<file path="config.mk">
export PLATFORM = sky130hd
export DESIGN_NAME = pao_port_a_override
export DESIGN_NICKNAME = d
export VERILOG_FILES = /design/src/logic/pao_pkg.sv /design/src/logic/pao_port_a_override.sv
export VERILOG_INCLUDE_DIRS = /design/src /design/src/logic
export SDC_FILE = /design/constraint.sdc
export NUM_CORES = 1
export LEC_CHECK = 0
export ABC_AREA = 0
export BUFFER_PORTS_ARGS = -buffer_cell sky130_fd_sc_hd__buf_4
export CAP_MARGIN = 20
export CORE_MARGIN = 2
export CORE_UTILIZATION = 42
export CTS_CLUSTER_DIAMETER = 120
export DETAILED_ROUTE_END_ITERATION = 10
export GPL_TIMING_DRIVEN = 0
export PLACE_DENSITY = 0.82
export SETUP_SLACK_MARGIN = 0.3
export SYNTH_ARGS = -nofsm -noshare
export SYNTH_HDL_FRONTEND = slang
export SYNTH_SLANG_ARGS = --single-unit
</file>
<file path="constraint.sdc">
create_clock -name core_clk -period 1.2 [get_ports core_clk]
set_input_delay 0.18 -clock core_clk [delete_from_list [all_inputs] [get_ports core_clk]]
set_output_delay 0.18 -clock core_clk [all_outputs]
set_load 0.01 [all_outputs]
</file>
<file path="src/logic/pao_defines.svh">
// Constants for the port A pin override block.
// Assumes inclusion by bare name from the package and the design.
`ifndef PAO_DEFINES_SVH
`define PAO_DEFINES_SVH

// ------------------------------------------------------------
// Port geometry
// ------------------------------------------------------------
`define PAO_PINS 8
`define PAO_ZERO8 8'h00

// ------------------------------------------------------------
// Pin positions of the claimed functions
// ------------------------------------------------------------
`define PAO_PIN_REF 7
`define PAO_PIN_SEL 6
`define PAO_PIN_SCK 5
`define PAO_PIN_MOSI 4
`define PAO_PIN_MISO 2
`define PAO_PIN_TX 1

// ------------------------------------------------------------
// Control register layout and reset values
// ------------------------------------------------------------
`define PAO_GLOBAL_PUD_BIT 4
`define PAO_PUD_A_BIT 0
`define PAO_PUD_B_BIT 1
`define PAO_CTRL_RESET 8'h00
`define PAO_PORTCR_RESET 8'h00

`endif

</file>
<file path="src/logic/pao_pkg.sv">
// Types shared by the port A pin override block.
// Assumes pao_defines.svh on the include path.
`include "pao_defines.svh"

package pao_pkg;

  // ------------------------------------------------------------
  // Per-pin override bundle
  // ------------------------------------------------------------
  typedef struct packed {
    logic [`PAO_PINS-1:0] ddoe;
    logic [`PAO_PINS-1:0] ddov;
    logic [`PAO_PINS-1:0] pvoe;
    logic [`PAO_PINS-1:0] pvov;
    logic [`PAO_PINS-1:0] puoe;
    logic [`PAO_PINS-1:0] puov;
  } pao_override_type;

  // ------------------------------------------------------------
  // Complete state of the block
  // ------------------------------------------------------------
  typedef struct packed {
    logic [`PAO_PINS-1:0] pad_out;
    logic [`PAO_PINS-1:0] pad_oe;
    logic [`PAO_PINS-1:0] pullup_en;
    logic [`PAO_PINS-1:0] sync1;
    logic [`PAO_PINS-1:0] sync2;
    logic port_a_pud;
    logic port_b_pud;
    logic global_pud;
  } pao_state_type;

endpackage : pao_pkg

</file>
<file path="src/logic/pao_port_a_override.sv">
// Pin override logic for the eight pins of port A.
// Assumes peripheral controls arrive on core_clk; pad inputs are async.
`timescale 1ns/1ps
`include "pao_defines.svh"

module pao_port_a_override (
  // Clock and reset
  input wire logic core_clk,
  input wire logic reset,
  // Port registers
  input wire logic [7:0] pin_direction_bit,
  input wire logic [7:0] pin_output_latch_bit,
  // Control register writes
  input wire logic mcu_control_wr,
  input wire logic [7:0] mcu_control_reg,
  input wire logic port_control_wr,
  input wire logic [7:0] port_control_reg,
  // SPI
  input wire logic spi_enable,
  input wire logic spi_master,
  input wire logic spi_sck_out,
  input wire logic spi_mosi_out,
  input wire logic spi_miso_out,
  // Three-wire serial, timer, transmitters
  input wire logic usi_three_wire_mode,
  input wire logic usi_serial_data_out,
  input wire logic timer0_compare_a_enable,
  input wire logic timer0_compare_a_out,
  input wire logic uart_tx_enable,
  input wire logic uart_tx,
  input wire logic lin_enable,
  input wire logic lin_tx,
  // Reference
  input wire logic ref_output_enable,
  input wire logic ref_internal_selected,
  input wire logic external_ref_input,
  // Pads
  input wire logic [7:0] pad_in,
  output logic [7:0] pad_out,
  output logic [7:0] pad_oe,
  output logic [7:0] pullup_en,
  // Status
  output logic [7:0] pin_change_source,
  output logic port_a_pullup_disable,
  output logic port_b_pullup_disable,
  output logic global_pullup_disable,
  output logic port_b_pud_effective
);

  // ------------------------------------------------------------
  // State and override terms
  // ------------------------------------------------------------
  pao_pkg::pao_state_type state_q;
  pao_pkg::pao_state_type state_d;
  pao_pkg::pao_override_type ovr;
  logic spi_slave;
  logic spi_mst;
  logic pud_a_eff;
  logic ref_out_active;
  logic pin7_analog;
  logic tx_claim;
  logic usi_do_claim;
  logic oc_claim;

  // Mode decode of the claiming peripherals
  assign spi_slave = spi_enable & ~spi_master;
  assign spi_mst = spi_enable & spi_master;
  assign ref_out_active = ref_output_enable & ref_internal_selected;
  assign pin7_analog = ref_out_active | external_ref_input;
  assign tx_claim = uart_tx_enable | lin_enable;
  assign usi_do_claim = usi_three_wire_mode;
  assign oc_claim = timer0_compare_a_enable;

  // Port-wise disable ORed with the global one
  assign pud_a_eff = state_q.port_a_pud | state_q.global_pud;

  // ------------------------------------------------------------
  // Per-pin override generation
  // ------------------------------------------------------------
  for (genvar i = 0; i < `PAO_PINS; i++) begin : g_pin
    logic forced_in;
    logic forced_out;
    logic val_ovr;
    logic val_bit;
    logic pu_forced_off;
    // Forced inputs per pin and mode
    if (i == `PAO_PIN_SEL || i == `PAO_PIN_SCK || i == `PAO_PIN_MOSI) begin : g_slave_in
      assign forced_in = spi_slave;
    end else if (i == `PAO_PIN_MISO) begin : g_master_in
      assign forced_in = spi_mst;
    end else if (i == `PAO_PIN_REF) begin : g_ref_in
      assign forced_in = pin7_analog;
    end else begin : g_no_in
      assign forced_in = 1'b0;
    end
    // Forced outputs
    if (i == `PAO_PIN_TX) begin : g_tx_out
      assign forced_out = tx_claim;
    end else begin : g_no_out
      assign forced_out = 1'b0;
    end
    // Value overrides; the direction bit decides the driver except on pin 1 (transmitters force output) and pins 2, 4-6, 7 (SPI or reference forces input)
    if (i == `PAO_PIN_SCK) begin : g_sck_val
      assign val_ovr = spi_mst;
      assign val_bit = spi_sck_out;
    end else if (i == `PAO_PIN_MOSI) begin : g_mosi_val
      assign val_ovr = spi_mst;
      assign val_bit = spi_mosi_out;
    end else if (i == `PAO_PIN_MISO) begin : g_miso_val
      // SPI slave data wins over three-wire data, which wins over the timer
      assign val_ovr = spi_slave | usi_do_claim | oc_claim;
      assign val_bit = spi_slave ? spi_miso_out :
                       usi_do_claim ? usi_serial_data_out : timer0_compare_a_out;
    end else if (i == `PAO_PIN_TX) begin : g_tx_val
      assign val_ovr = tx_claim;
      assign val_bit = lin_enable ? lin_tx : uart_tx;
    end else begin : g_no_val
      assign val_ovr = 1'b0;
      assign val_bit = 1'b0;
    end
    // Pull-up hard off for analog reference and transmitter pins
    assign pu_forced_off = (i == `PAO_PIN_REF) ? pin7_analog :
                           (i == `PAO_PIN_TX) ? tx_claim : 1'b0;
    assign ovr.ddoe[i] = forced_in | forced_out;
    assign ovr.ddov[i] = forced_out;
    assign ovr.pvoe[i] = val_ovr;
    assign ovr.pvov[i] = val_bit;
    assign ovr.puoe[i] = forced_in | pu_forced_off;
    // Forced input keeps latch pull-up control, still under the disables
    assign ovr.puov[i] = ~pu_forced_off & pin_output_latch_bit[i] & ~pud_a_eff;
  end : g_pin

  // ------------------------------------------------------------
  // Next state
  // ------------------------------------------------------------
  always_comb begin
    state_d = state_q;
    // Control bits load on their write strobes
    if (mcu_control_wr) begin
      state_d.global_pud = mcu_control_reg[`PAO_GLOBAL_PUD_BIT];
    end
    if (port_control_wr) begin
      state_d.port_a_pud = port_control_reg[`PAO_PUD_A_BIT];
      state_d.port_b_pud = port_control_reg[`PAO_PUD_B_BIT];
    end
    // Driver enable, value and pull-up resolution
    state_d.pad_oe = (ovr.ddoe & ovr.ddov) | (~ovr.ddoe & pin_direction_bit);
    state_d.pad_out = (ovr.pvoe & ovr.pvov) | (~ovr.pvoe & pin_output_latch_bit);
    state_d.pullup_en = (ovr.puoe & ovr.puov) |
                        (~ovr.puoe & ~pin_direction_bit & pin_output_latch_bit &
                         {`PAO_PINS{~pud_a_eff}});
    // Pad synchroniser; only the second stage is observed
    state_d.sync1 = pad_in;
    state_d.sync2 = state_q.sync1;
    if (reset) begin
      state_d.pad_out = `PAO_ZERO8;
      state_d.pad_oe = `PAO_ZERO8;
      state_d.pullup_en = `PAO_ZERO8;
      state_d.sync1 = `PAO_ZERO8;
      state_d.sync2 = `PAO_ZERO8;
      state_d.global_pud = 1'(`PAO_CTRL_RESET >> `PAO_GLOBAL_PUD_BIT);
      state_d.port_a_pud = 1'(`PAO_PORTCR_RESET >> `PAO_PUD_A_BIT);
      state_d.port_b_pud = 1'(`PAO_PORTCR_RESET >> `PAO_PUD_B_BIT);
    end
  end

  // State register
  always_ff @(posedge core_clk) begin
    state_q <= state_d;
  end

  // ------------------------------------------------------------
  // Outputs, all from flip-flops except port_b_pud_effective, an OR of two
  // ------------------------------------------------------------
  assign pad_out = state_q.pad_out;
  assign pad_oe = state_q.pad_oe;
  assign pullup_en = state_q.pullup_en;
  assign pin_change_source = state_q.sync2;
  assign port_a_pullup_disable = state_q.port_a_pud;
  assign port_b_pullup_disable = state_q.port_b_pud;
  assign global_pullup_disable = state_q.global_pud;
  // Port B shares the global disable; its pins live elsewhere
  assign port_b_pud_effective = state_q.port_b_pud | state_q.global_pud;

  // ------------------------------------------------------------
  // Assertions
  // ------------------------------------------------------------
  property p_pud_port_off;
    @(posedge core_clk) disable iff (reset)
      $past(state_q.port_a_pud) && !$past(reset) |-> pullup_en == `PAO_ZERO8;
  endproperty
  a_pud_port_off: assert property (p_pud_port_off)
    else $error("pull-up on while port disable set");

  property p_pud_b_or;
    @(posedge core_clk) disable iff (reset)
      port_control_wr && !mcu_control_wr |=> port_b_pud_effective ==
        ($past(port_control_reg[`PAO_PUD_B_BIT]) | global_pullup_disable);
  endproperty
  a_pud_b_or: assert property (p_pud_b_or)
    else $error("port B effective disable is not the OR");

  property p_pin_change;
    @(posedge core_clk) disable iff (reset)
      ##2 !$past(reset, 2) |-> pin_change_source == $past(pad_in, 2);
  endproperty
  a_pin_change: assert property (p_pin_change)
    else $error("pin change source not two cycles behind pad");

  property p_ref_off;
    @(posedge core_clk) disable iff (reset)
      (ref_output_enable && ref_internal_selected) ##1 !$past(reset)
        |-> !pad_oe[`PAO_PIN_REF] && !pullup_en[`PAO_PIN_REF];
  endproperty
  a_ref_off: assert property (p_ref_off)
    else $error("pin 7 driven or pulled while reference out");

  property p_ext_ref_off;
    @(posedge core_clk) disable iff (reset)
      external_ref_input |=> !pad_oe[`PAO_PIN_REF] && !pullup_en[`PAO_PIN_REF];
  endproperty
  a_ext_ref_off: assert property (p_ext_ref_off)
    else $error("pin 7 driven or pulled while reference in");

  property p_slave_inputs;
    @(posedge core_clk) disable iff (reset)
      (spi_enable && !spi_master) |=> !pad_oe[`PAO_PIN_SEL] && !pad_oe[`PAO_PIN_SCK]
        && !pad_oe[`PAO_PIN_MOSI];
  endproperty
  a_slave_inputs: assert property (p_slave_inputs)
    else $error("SPI slave pin not forced to input");

  property p_slave_pull;
    @(posedge core_clk) disable iff (reset)
      (spi_enable && !spi_master && pin_output_latch_bit[`PAO_PIN_SEL] && !pud_a_eff
        && !mcu_control_wr && !port_control_wr) |=> pullup_en[`PAO_PIN_SEL];
  endproperty
  a_slave_pull: assert property (p_slave_pull)
    else $error("forced input lost latch pull-up");

  property p_master_sel_dir;
    @(posedge core_clk) disable iff (reset)
      spi_mst |=> pad_oe[`PAO_PIN_SEL] == $past(pin_direction_bit[`PAO_PIN_SEL]);
  endproperty
  a_master_sel_dir: assert property (p_master_sel_dir)
    else $error("master select pin ignores direction bit");

  property p_sck_master;
    @(posedge core_clk) disable iff (reset)
      (spi_enable && spi_master) |=> pad_out[`PAO_PIN_SCK] == $past(spi_sck_out);
  endproperty
  a_sck_master: assert property (p_sck_master)
    else $error("master clock not on pin 5");

  property p_mosi_master;
    @(posedge core_clk) disable iff (reset)
      (spi_enable && spi_master) |=> pad_out[`PAO_PIN_MOSI] == $past(spi_mosi_out);
  endproperty
  a_mosi_master: assert property (p_mosi_master)
    else $error("master data not on pin 4");

  property p_usi_do;
    @(posedge core_clk) disable iff (reset)
      (usi_three_wire_mode && !spi_enable) |=>
        pad_out[`PAO_PIN_MISO] == $past(usi_serial_data_out);
  endproperty
  a_usi_do: assert property (p_usi_do)
    else $error("three-wire data not on pin 2");

  property p_miso_master_in;
    @(posedge core_clk) disable iff (reset)
      (spi_enable && spi_master) |=> !pad_oe[`PAO_PIN_MISO];
  endproperty
  a_miso_master_in: assert property (p_miso_master_in)
    else $error("pin 2 driven in SPI master mode");

  property p_tx_out;
    @(posedge core_clk) disable iff (reset)
      (uart_tx_enable || lin_enable) |=> pad_oe[`PAO_PIN_TX] && !pullup_en[`PAO_PIN_TX];
  endproperty
  a_tx_out: assert property (p_tx_out)
    else $error("pin 1 not forced to output");

  property p_lin_val;
    @(posedge core_clk) disable iff (reset)
      lin_enable |=> pad_out[`PAO_PIN_TX] == $past(lin_tx);
  endproperty
  a_lin_val: assert property (p_lin_val)
    else $error("network transmit not on pin 1");

  property p_global_off;
    @(posedge core_clk) disable iff (reset)
      global_pullup_disable && !$past(mcu_control_wr) |-> pullup_en == `PAO_ZERO8;
  endproperty
  a_global_off: assert property (p_global_off)
    else $error("pull-up on under global disable");

  property p_plain_pull;
    @(posedge core_clk) disable iff (reset)
      (!spi_enable && !tx_claim && !pin7_analog && !pud_a_eff && !mcu_control_wr
        && !port_control_wr) |=> pullup_en == $past(~pin_direction_bit & pin_output_latch_bit);
  endproperty
  a_plain_pull: assert property (p_plain_pull)
    else $error("plain pull-up mismatch");

  property p_reset_zero;
    @(posedge core_clk) reset |=> !global_pullup_disable && !port_a_pullup_disable
      && !port_b_pullup_disable && pad_oe == `PAO_ZERO8;
  endproperty
  a_reset_zero: assert property (p_reset_zero)
    else $error("disable bits not cleared by reset");

  // Main scenarios
  c_spi_slave: cover property (@(posedge core_clk) disable iff (reset) spi_enable && !spi_master);
  c_lin_tx: cover property (@(posedge core_clk) disable iff (reset) lin_enable ##1 lin_tx);
  c_ref_out: cover property (@(posedge core_clk) disable iff (reset) ref_out_active);
  c_global: cover property (@(posedge core_clk) disable iff (reset) global_pullup_disable);

endmodule : pao_port_a_override

</file>
==> metrics.md, run 1 <==
| Metric | Value |
|---|---|
| Status | `complete, no violations` |
| Worst-Skew Late Latency | `slightly below 300 ps` |
| Worst endpoint required time | `a little over 1000 ps` |
| Period utilisation layout | `a little over nine tenths` |
| Yosys warnings | `0` |
| Final min period | `between 1000 and 1500 ps` |
| Wire per inst | `11.6 µm` |
| Met3 routed WL | `~280 µm` |
| Clk root buf | `clkbuf_8` |
| Yosys top cell by area | `dfxtp_1` |
| Hold EP | `pullup_en[0]` |
| Max layer used | `met4` |
| Power, Total | `2.96 mW` |
| I/O Pins | `96` |
| Fmax | `0.866 GHz` |
| Reg2reg path depth | `4` |
| Finish-stage setup viols | `0` |
| Final HPWL DP | `2.39 mm` |
| H-Tree Depth | `2` |
| Worst R2R Start | `global_pullup_disable` |
| Slew of the pin with the lowest slew margin | `roughly 380 ps` |
| Hold Path Cell Cnt | `2` |
| CTS max path bufs | `2` |
| Biggest cell delay along the critical path | `between 300 and 400 ps` |
| Bufs and invs on worst path | `1` |
| Slew Limit Fails | `0` |
| RSZ-0062 raised after global routing | `true` |
| FP Rows | `22` |
| Number of antenna violations at the first check in global routing | `0` |
| N_diodes | `0` |
| Share of cells above drive strength 1 | `between 60% and 70%` |
| Clock buffer count from CTS | `5` |
| Syn_nets | `approximately 210` |
| Wire length on met1 | `1.23 mm` |
| Detail Route Antenna Nets | `0` |
| Clk slew on worst S/H paths | `80 ps` |
| Maximum vdd drop | `around 0.0006 V` |
| I/O Buffers | `82` |
| Final hold viol count | `0` |
| Crit end category | `primary output` |
| Initial drt markers | `29` |
| Post-synth EDFFs | `0` |
| Worst min-delay path category | `primary input to register` |
| Post-Syn Area | `0.00157 mm²` |
| Reported leakage power | `approximately 1.3 nW` |
| Sum Neg Setup Slack | `0 ps` |
| Routed WL | `around 3.3 mm` |
| Worst-path maximum fanout | `2` |
| CP Cell Sequence | `or2_4, buf_6` |
| Setup crit start kind | `register` |
| Initial core utilization | `43.1%` |
| Vias in the first global route | `around 1200` |
| Drt first pass iters | `4` |
| Critical-path top delay cell | `dfxtp_2` |
| Gr ovfl total | `0` |
| Die Span Y | `roughly 65 µm` |
| Synth area leaders | `dfxtp_1, buf_4, nor2b_1` |
| First-pass GRT wire length | `approximately 5.4 mm` |
| Die ar. | `around 0.0042 mm²` |
| Endpoint of the worst-slack reg-to-reg timing path | `pullup_en[3]` |
| Core box area | `between 0.003 and 0.004 mm²` |
| WP data arrival | `970 ps` |
| DRC errors left | `0` |
| Max-cap violations | `0` |
| Hold_sp | `pin_direction_bit[0]` |
| Vias per inst | `4.33` |
| Worst Skew | `2.45 ps` |
| CP top delay family | `flip-flops` |
| Yosys reg bits | `43` |
| Synth Instances | `~150` |
| Placer Congestion | `between 0.7 and 0.8` |
| Via count | `1246` |
| DR WL met2 | `~1.8 mm` |
| Yosys top cell area share | `around 55%` |
| Rel. slew slack | `approximately three quarters` |
| Synthesis-to-finish area growth | `67.2%` |
| Seq/Total Area, Yosys | `between 50% and 60%` |
| Die width | `approximately 65 µm` |
| Ys async rst share | `0%` |
| Clk sinks | `43` |
| Global Route Usage Sum | `between 15 and 20%` |
| Netlist cell types | `27` |
| Worst path depth | `2` |
| CTS tree | `yes` |
| Fill count | `roughly 290` |
| Pwr dens | `approximately 1100 mW/mm²` |
| Final net count | `approximately 300` |
| Setup CP Type | `register to primary output` |
| Mean post-synth cell area | `10.7 µm²` |
| R2R setup slack | `between 100 and 150 ps` |
| Largest net degree at the start of global routing | `15` |
| Synth Flop Type | `dfxtp_1` |
==> how the worst max path moves through the flow <==
| stage | start | slack (ps) | end |
|---|---|---|---|
| 2_1_floorplan | global_pullup_disable | 290 | pullup_en[7] |
| 3_3_place_gp | reset | 210 | state_q[17] |
| 3_5_place_dp | reset | 190 | state_q[17] |
| 4_1_cts | port_b_pullup_disable | 40 | port_b_pud_effective |
| 5_1_grt | port_b_pullup_disable | 8 | port_b_pud_effective |
| 6_report | port_b_pullup_disable | 50 | port_b_pud_effective |
==> routing by layer <==
layer	track usage (%)	vias to the layer above
met5	0	-
met4	4.95	0
met3	6.08	2
met2	30.4	50
met1	17.6	574
li1	-	620
==> final cells by class <==
type	instances	area (µm²)	share of cell area (%)
Sequential cell	43	886	33.8
Timing Repair Buffer	86	788	30.1
Multi-Input combinational cell	67	474	18.1
Buffer	35	318	12.1
Clock buffer	5	68.8	2.63
Tap cell	48	60.1	2.29
Clock inverter	3	20.0	0.764
Inverter	1	3.75	0.143
==> metrics by stage <==
| step | cell area, µm² | utilization, % | worst slack (ps) | std cells | hold WS (ps) |
|---|---|---|---|---|---|
| after floorplan | 1580 | - | 291 | 146 | 251 |
| after global routing | 2620 | 72.1 | 7.96 | 288 | 35.3 |
| after detailed placement | 2250 | 62.0 | 187 | 276 | 354 |
| final | 2620 | 72.1 | 45.2 | 288 | 46.9 |
| after CTS | 2520 | 69.4 | 37.2 | 286 | 37.1 |
| after global placement | 2250 | 62.0 | 208 | 276 | 350 |
==> kinds of logic (layout without fill, tap and decap cells) <==
group / after synthesis / count (layout) / share of synthesized area (%)
muxes: 5 / 5 / 3.27
buffers and inverters: 36 / 130 / 16.5
AOI/OAI and AO/OA: 7 / 7 / 4.23
DFF: 43 / 43 / 55.0
and+or+nand+nor: 55 / 55 / 21.1
==> power by group <==
group	total, mW	switching (mW)	internal [mW]	leakage [nW]
registers	1.53	0.0264	1.51	0.362
logic	0.548	0.184	0.363	0.878
clock network	0.878	0.474	0.404	0.0402
total	2.96	0.685	2.27	1.28
==> Yosys cell counts (all sizes together) (2+ instances only) <==
library cell   n
nand2          6
and2           3
nand3          2
or2            2
nor2           8
buf           34
nor3b          3
dfxtp         43
mux2i          4
and3           4
nand2b         2
a21oi          3
nor2b         16
and2b          6
==> flip-flops by register name, indices dropped and copies added (netlist names) <==
register	cells
pad_oe	8
pad_out	8
pullup_en	8
pin_change_source	8
port_b_pullup_disable	1
port_a_pullup_disable	1
global_pullup_disable	1
state_q	8
==> cells in the final DEF, fill, tap and decap left out, types with 2 or more instances in the layout <==
cell,n
clkinvlp_4,2
a21oi_1,3
mux2i_1,4
dfxtp_1,23
clkbuf_8,5
nor2_1,7
nand2_1,6
buf_2,2
buf_4,63
or2_4,2
nor3b_2,2
nand3_1,2
buf_6,55
dfxtp_2,20
and2b_1,6
nor2b_1,16
and3_1,4
and2_1,3
==> repair_timing <==
item,4_1_cts,5_1_grt
cloned,0,0
resized for setup,47,31
hold buffers,0,0
pin swaps,6,2
endpoints found under the setup margin,42,44
setup buffers,2,2
Note: power is estimated with default switching activity, not from simulation.
==> inputs of run 2 (changes only) <==
--- a/config.mk
+++ b/config.mk
@@ -9,8 +9,10 @@
 export ABC_AREA = 0
 export BUFFER_PORTS_ARGS = -buffer_cell sky130_fd_sc_hd__buf_4
 export CAP_MARGIN = 20
+export CELL_PAD_IN_SITES_DETAIL_PLACEMENT = 0
+export CELL_PAD_IN_SITES_GLOBAL_PLACEMENT = 1
 export CORE_MARGIN = 2
-export CORE_UTILIZATION = 42
+export CORE_UTILIZATION = 30
 export CTS_CLUSTER_DIAMETER = 120
 export DETAILED_ROUTE_END_ITERATION = 10
 export GPL_TIMING_DRIVEN = 0
==> run 2 against run 1 <==
Clock skew is 0.71 ps higher. Combinational power is essentially flat. Worst setup slack barely moved. Highest routed layer unchanged. Largest cell class unchanged. Register-to-register slack better by 20 ps. Sequential share of layout area is 0.67 points lower. Sequential cell count is the same. Critical endpoint unchanged. Global-route usage fell by 4.5 points.
==> metrics.md, run 2 (synthesized netlist as in run 1, its figures left out) <==
| Metric | Value |
|---|---|
| Status | `complete, no violations` |
| Sum Neg Setup Slack | `0 ps` |
| Die ar. | `between 0.005 and 0.006 mm²` |
| Combinational power share | `between 10% and 20%` |
| Worst endpoint required time | `just over 1000 ps` |
| DRC errors left | `0` |
| I/O Buffers | `82` |
| Gr ovfl total | `0` |
| Global Route Usage Sum | `about 12%` |
| Most frequent cells in the layout | `buf_4, buf_6, dfxtp_1` |
| Worst min-delay path category | `primary input to register` |
| Die Span Y | `~76 µm` |
| Worst-Skew Late Latency | `roughly 290 ps` |
| Final worst setup slack | `around 46 ps` |
| I/O Pins | `between 90 and 100` |
| Wire per inst | `~11 µm` |
| Post-CTS Hold Buffers | `0` |
| First-pass GRT wire length | `approximately 5.6 mm` |
| Sw frac | `between 20% and 30%` |
| CP Cell Sequence | `or2_4, buf_6` |
| Worst-path maximum fanout | `2` |
| Biggest cell delay along the critical path | `330 ps` |
| Fill count | `486` |
| Commonest non-fill, non-tap cell in the layout | `buf_4` |
| Clk sinks | `between 40 and 50` |
| Detail Route Antenna Nets | `0` |
| Hold Path Cell Cnt | `2` |
| Area of the multi-input gates | `~470 µm²` |
| Initial drt markers | `17` |
| Slew Limit Fails | `0` |
| FP Rows | `26` |
| Core box area | `a little over 0.005 mm²` |
| Finish-stage setup viols | `0` |
| Setup WS pre-CTS | `around 180 ps` |
| Reported leakage power | `around 1.3 nW` |
| FF/Latch Area | `about 880 µm²` |
| WP data arrival | `a little under 1000 ps` |
| Final HPWL DP | `2.45 mm` |
| Clk slew on worst S/H paths | `approximately 80 ps` |
| Hold EP | `pullup_en[3]` |
| Critical-path top delay cell | `dfxtp_2` |
| Clock buffer count from CTS | `5` |
| CTS max path bufs | `2` |
| Max-cap violations | `0` |
| Crit end category | `primary output` |
| Synthesis-to-finish area growth | `70.0%` |
| Pwr dens | `around 1100 mW/mm²` |
| Hold_sp | `pin_direction_bit[3]` |
| Power, Total | `2.99 mW` |
| Share of cells above drive strength 1 | `between 60% and 70%` |
| Worst R2R Start | `global_pullup_disable` |
| Setup crit start kind | `register` |
| CTS tree | `yes` |
| Placer Congestion | `about 0.73` |
| H-Tree Depth | `2` |
| Clk root buf | `clkbuf_8` |
| Fmax | `around 0.87 GHz` |
| Drt first pass iters | `4` |
| Worst Skew | `3.16 ps` |
| Via count | `1217` |
| Reg power frac | `about half` |
| Largest net degree at the start of global routing | `16` |
| Die width | `76.3 µm` |
| Routed WL | `~3.3 mm` |
| Endpoint of the worst-slack reg-to-reg timing path | `pullup_en[0]` |
| Vias in the first global route | `approximately 1200` |
| Rel. slew slack | `73.7%` |
| RSZ-0062 raised after global routing | `true` |
| Vias per inst | `just under 4` |
| Number of antenna violations at the first check in global routing | `0` |
| Clock share of power | `roughly 31%` |
| Setup CP Type | `register to primary output` |
| Slew of the pin with the lowest slew margin | `approximately 400 ps` |
| Initial core utilization | `between 30% and 40%` |
| Final net count | `300` |
| Internal | `between 2 and 2.5 mW` |
| R2R setup slack | `130 ps` |
| Reg2reg path depth | `4` |
| N_diodes | `0` |
| Maximum vdd drop | `0.000555 V` |
| Final min period | `between 1000 and 1500 ps` |
| Switching pwr | `0.707 mW` |
| Period utilisation layout | `between 90% and 100%` |
| Final hold viol count | `0` |
run 2: cell types whose count changed in the layout (fill, tap and decap cells not counted), sizes merged:
cell      delta
clkinvlp     -1
clkinv       +1
buf          +1
run 2: area by class of cell:
cell class | instances | area share (%)
Clock inverter | 3 | 0.939
Clock buffer | 5 | 2.58
Timing Repair Buffer | 87 | 30.0
Multi-Input combinational cell | 67 | 17.8
Sequential cell | 43 | 33.2
Buffer | 35 | 12.1
Tap cell | 70 | 3.29
Inverter | 1 | 0.141
run 2: how the worst max path moves through the flow:
stage                                     start                    to  slack [ps]  depth (start not counted)
final                     port_b_pullup_disable  port_b_pud_effective          50                          2
after floorplan           global_pullup_disable          pullup_en[7]         290                          2
after global routing      port_b_pullup_disable  port_b_pud_effective          10                          2
after global placement    global_pullup_disable          pullup_en[4]         180                          3
after CTS                 port_b_pullup_disable  port_b_pud_effective          30                          2
after detailed placement                  reset  pin_change_source[3]         180                          3
run 2: power groups by stage:
stage	sequential [mW]	combinational, mW	clock, mW
after floorplan	1.55	0.214	0
after global placement	1.55	0.456	0
after detailed placement	1.55	0.461	0
after CTS	1.52	0.531	0.956
after global routing	1.54	0.593	1.01
final	1.53	0.548	0.915
run 2: per-stage QoR:
stage	util [%]	area [µm²]	hold slack, ps	std cells
after floorplan	-	1580	251	146
after global placement	44.9	2280	354	298
after detailed placement	44.9	2280	355	298
after CTS	50.6	2570	31.6	309
after global routing	52.5	2660	27.4	311
final	52.5	2660	42.5	311
run 2: metal layers:
layer / part of all wire (%) / GRT usage, %
met1: 38 / 12.5
met2: 53 / 22.2
met3: 7.1 / 4.27
met4: 1.7 / 4.91
met5: 0 / 0
run 2: critical path: cells and delay by family (launching register included):
| kind | cells | cell delay, ps |
|---|---|---|
| buffers and inverters | 1 | 120 |
| flip-flops | 1 | 330 |
| AND/OR/NAND/NOR | 1 | 240 |
run 2: timing repair:
action,CTS,global route
endpoints found under the setup margin,43,45
pin swaps,6,3
buffers inserted,3,2
endpoints found under the hold margin,0,0
gates resized for setup,50,28
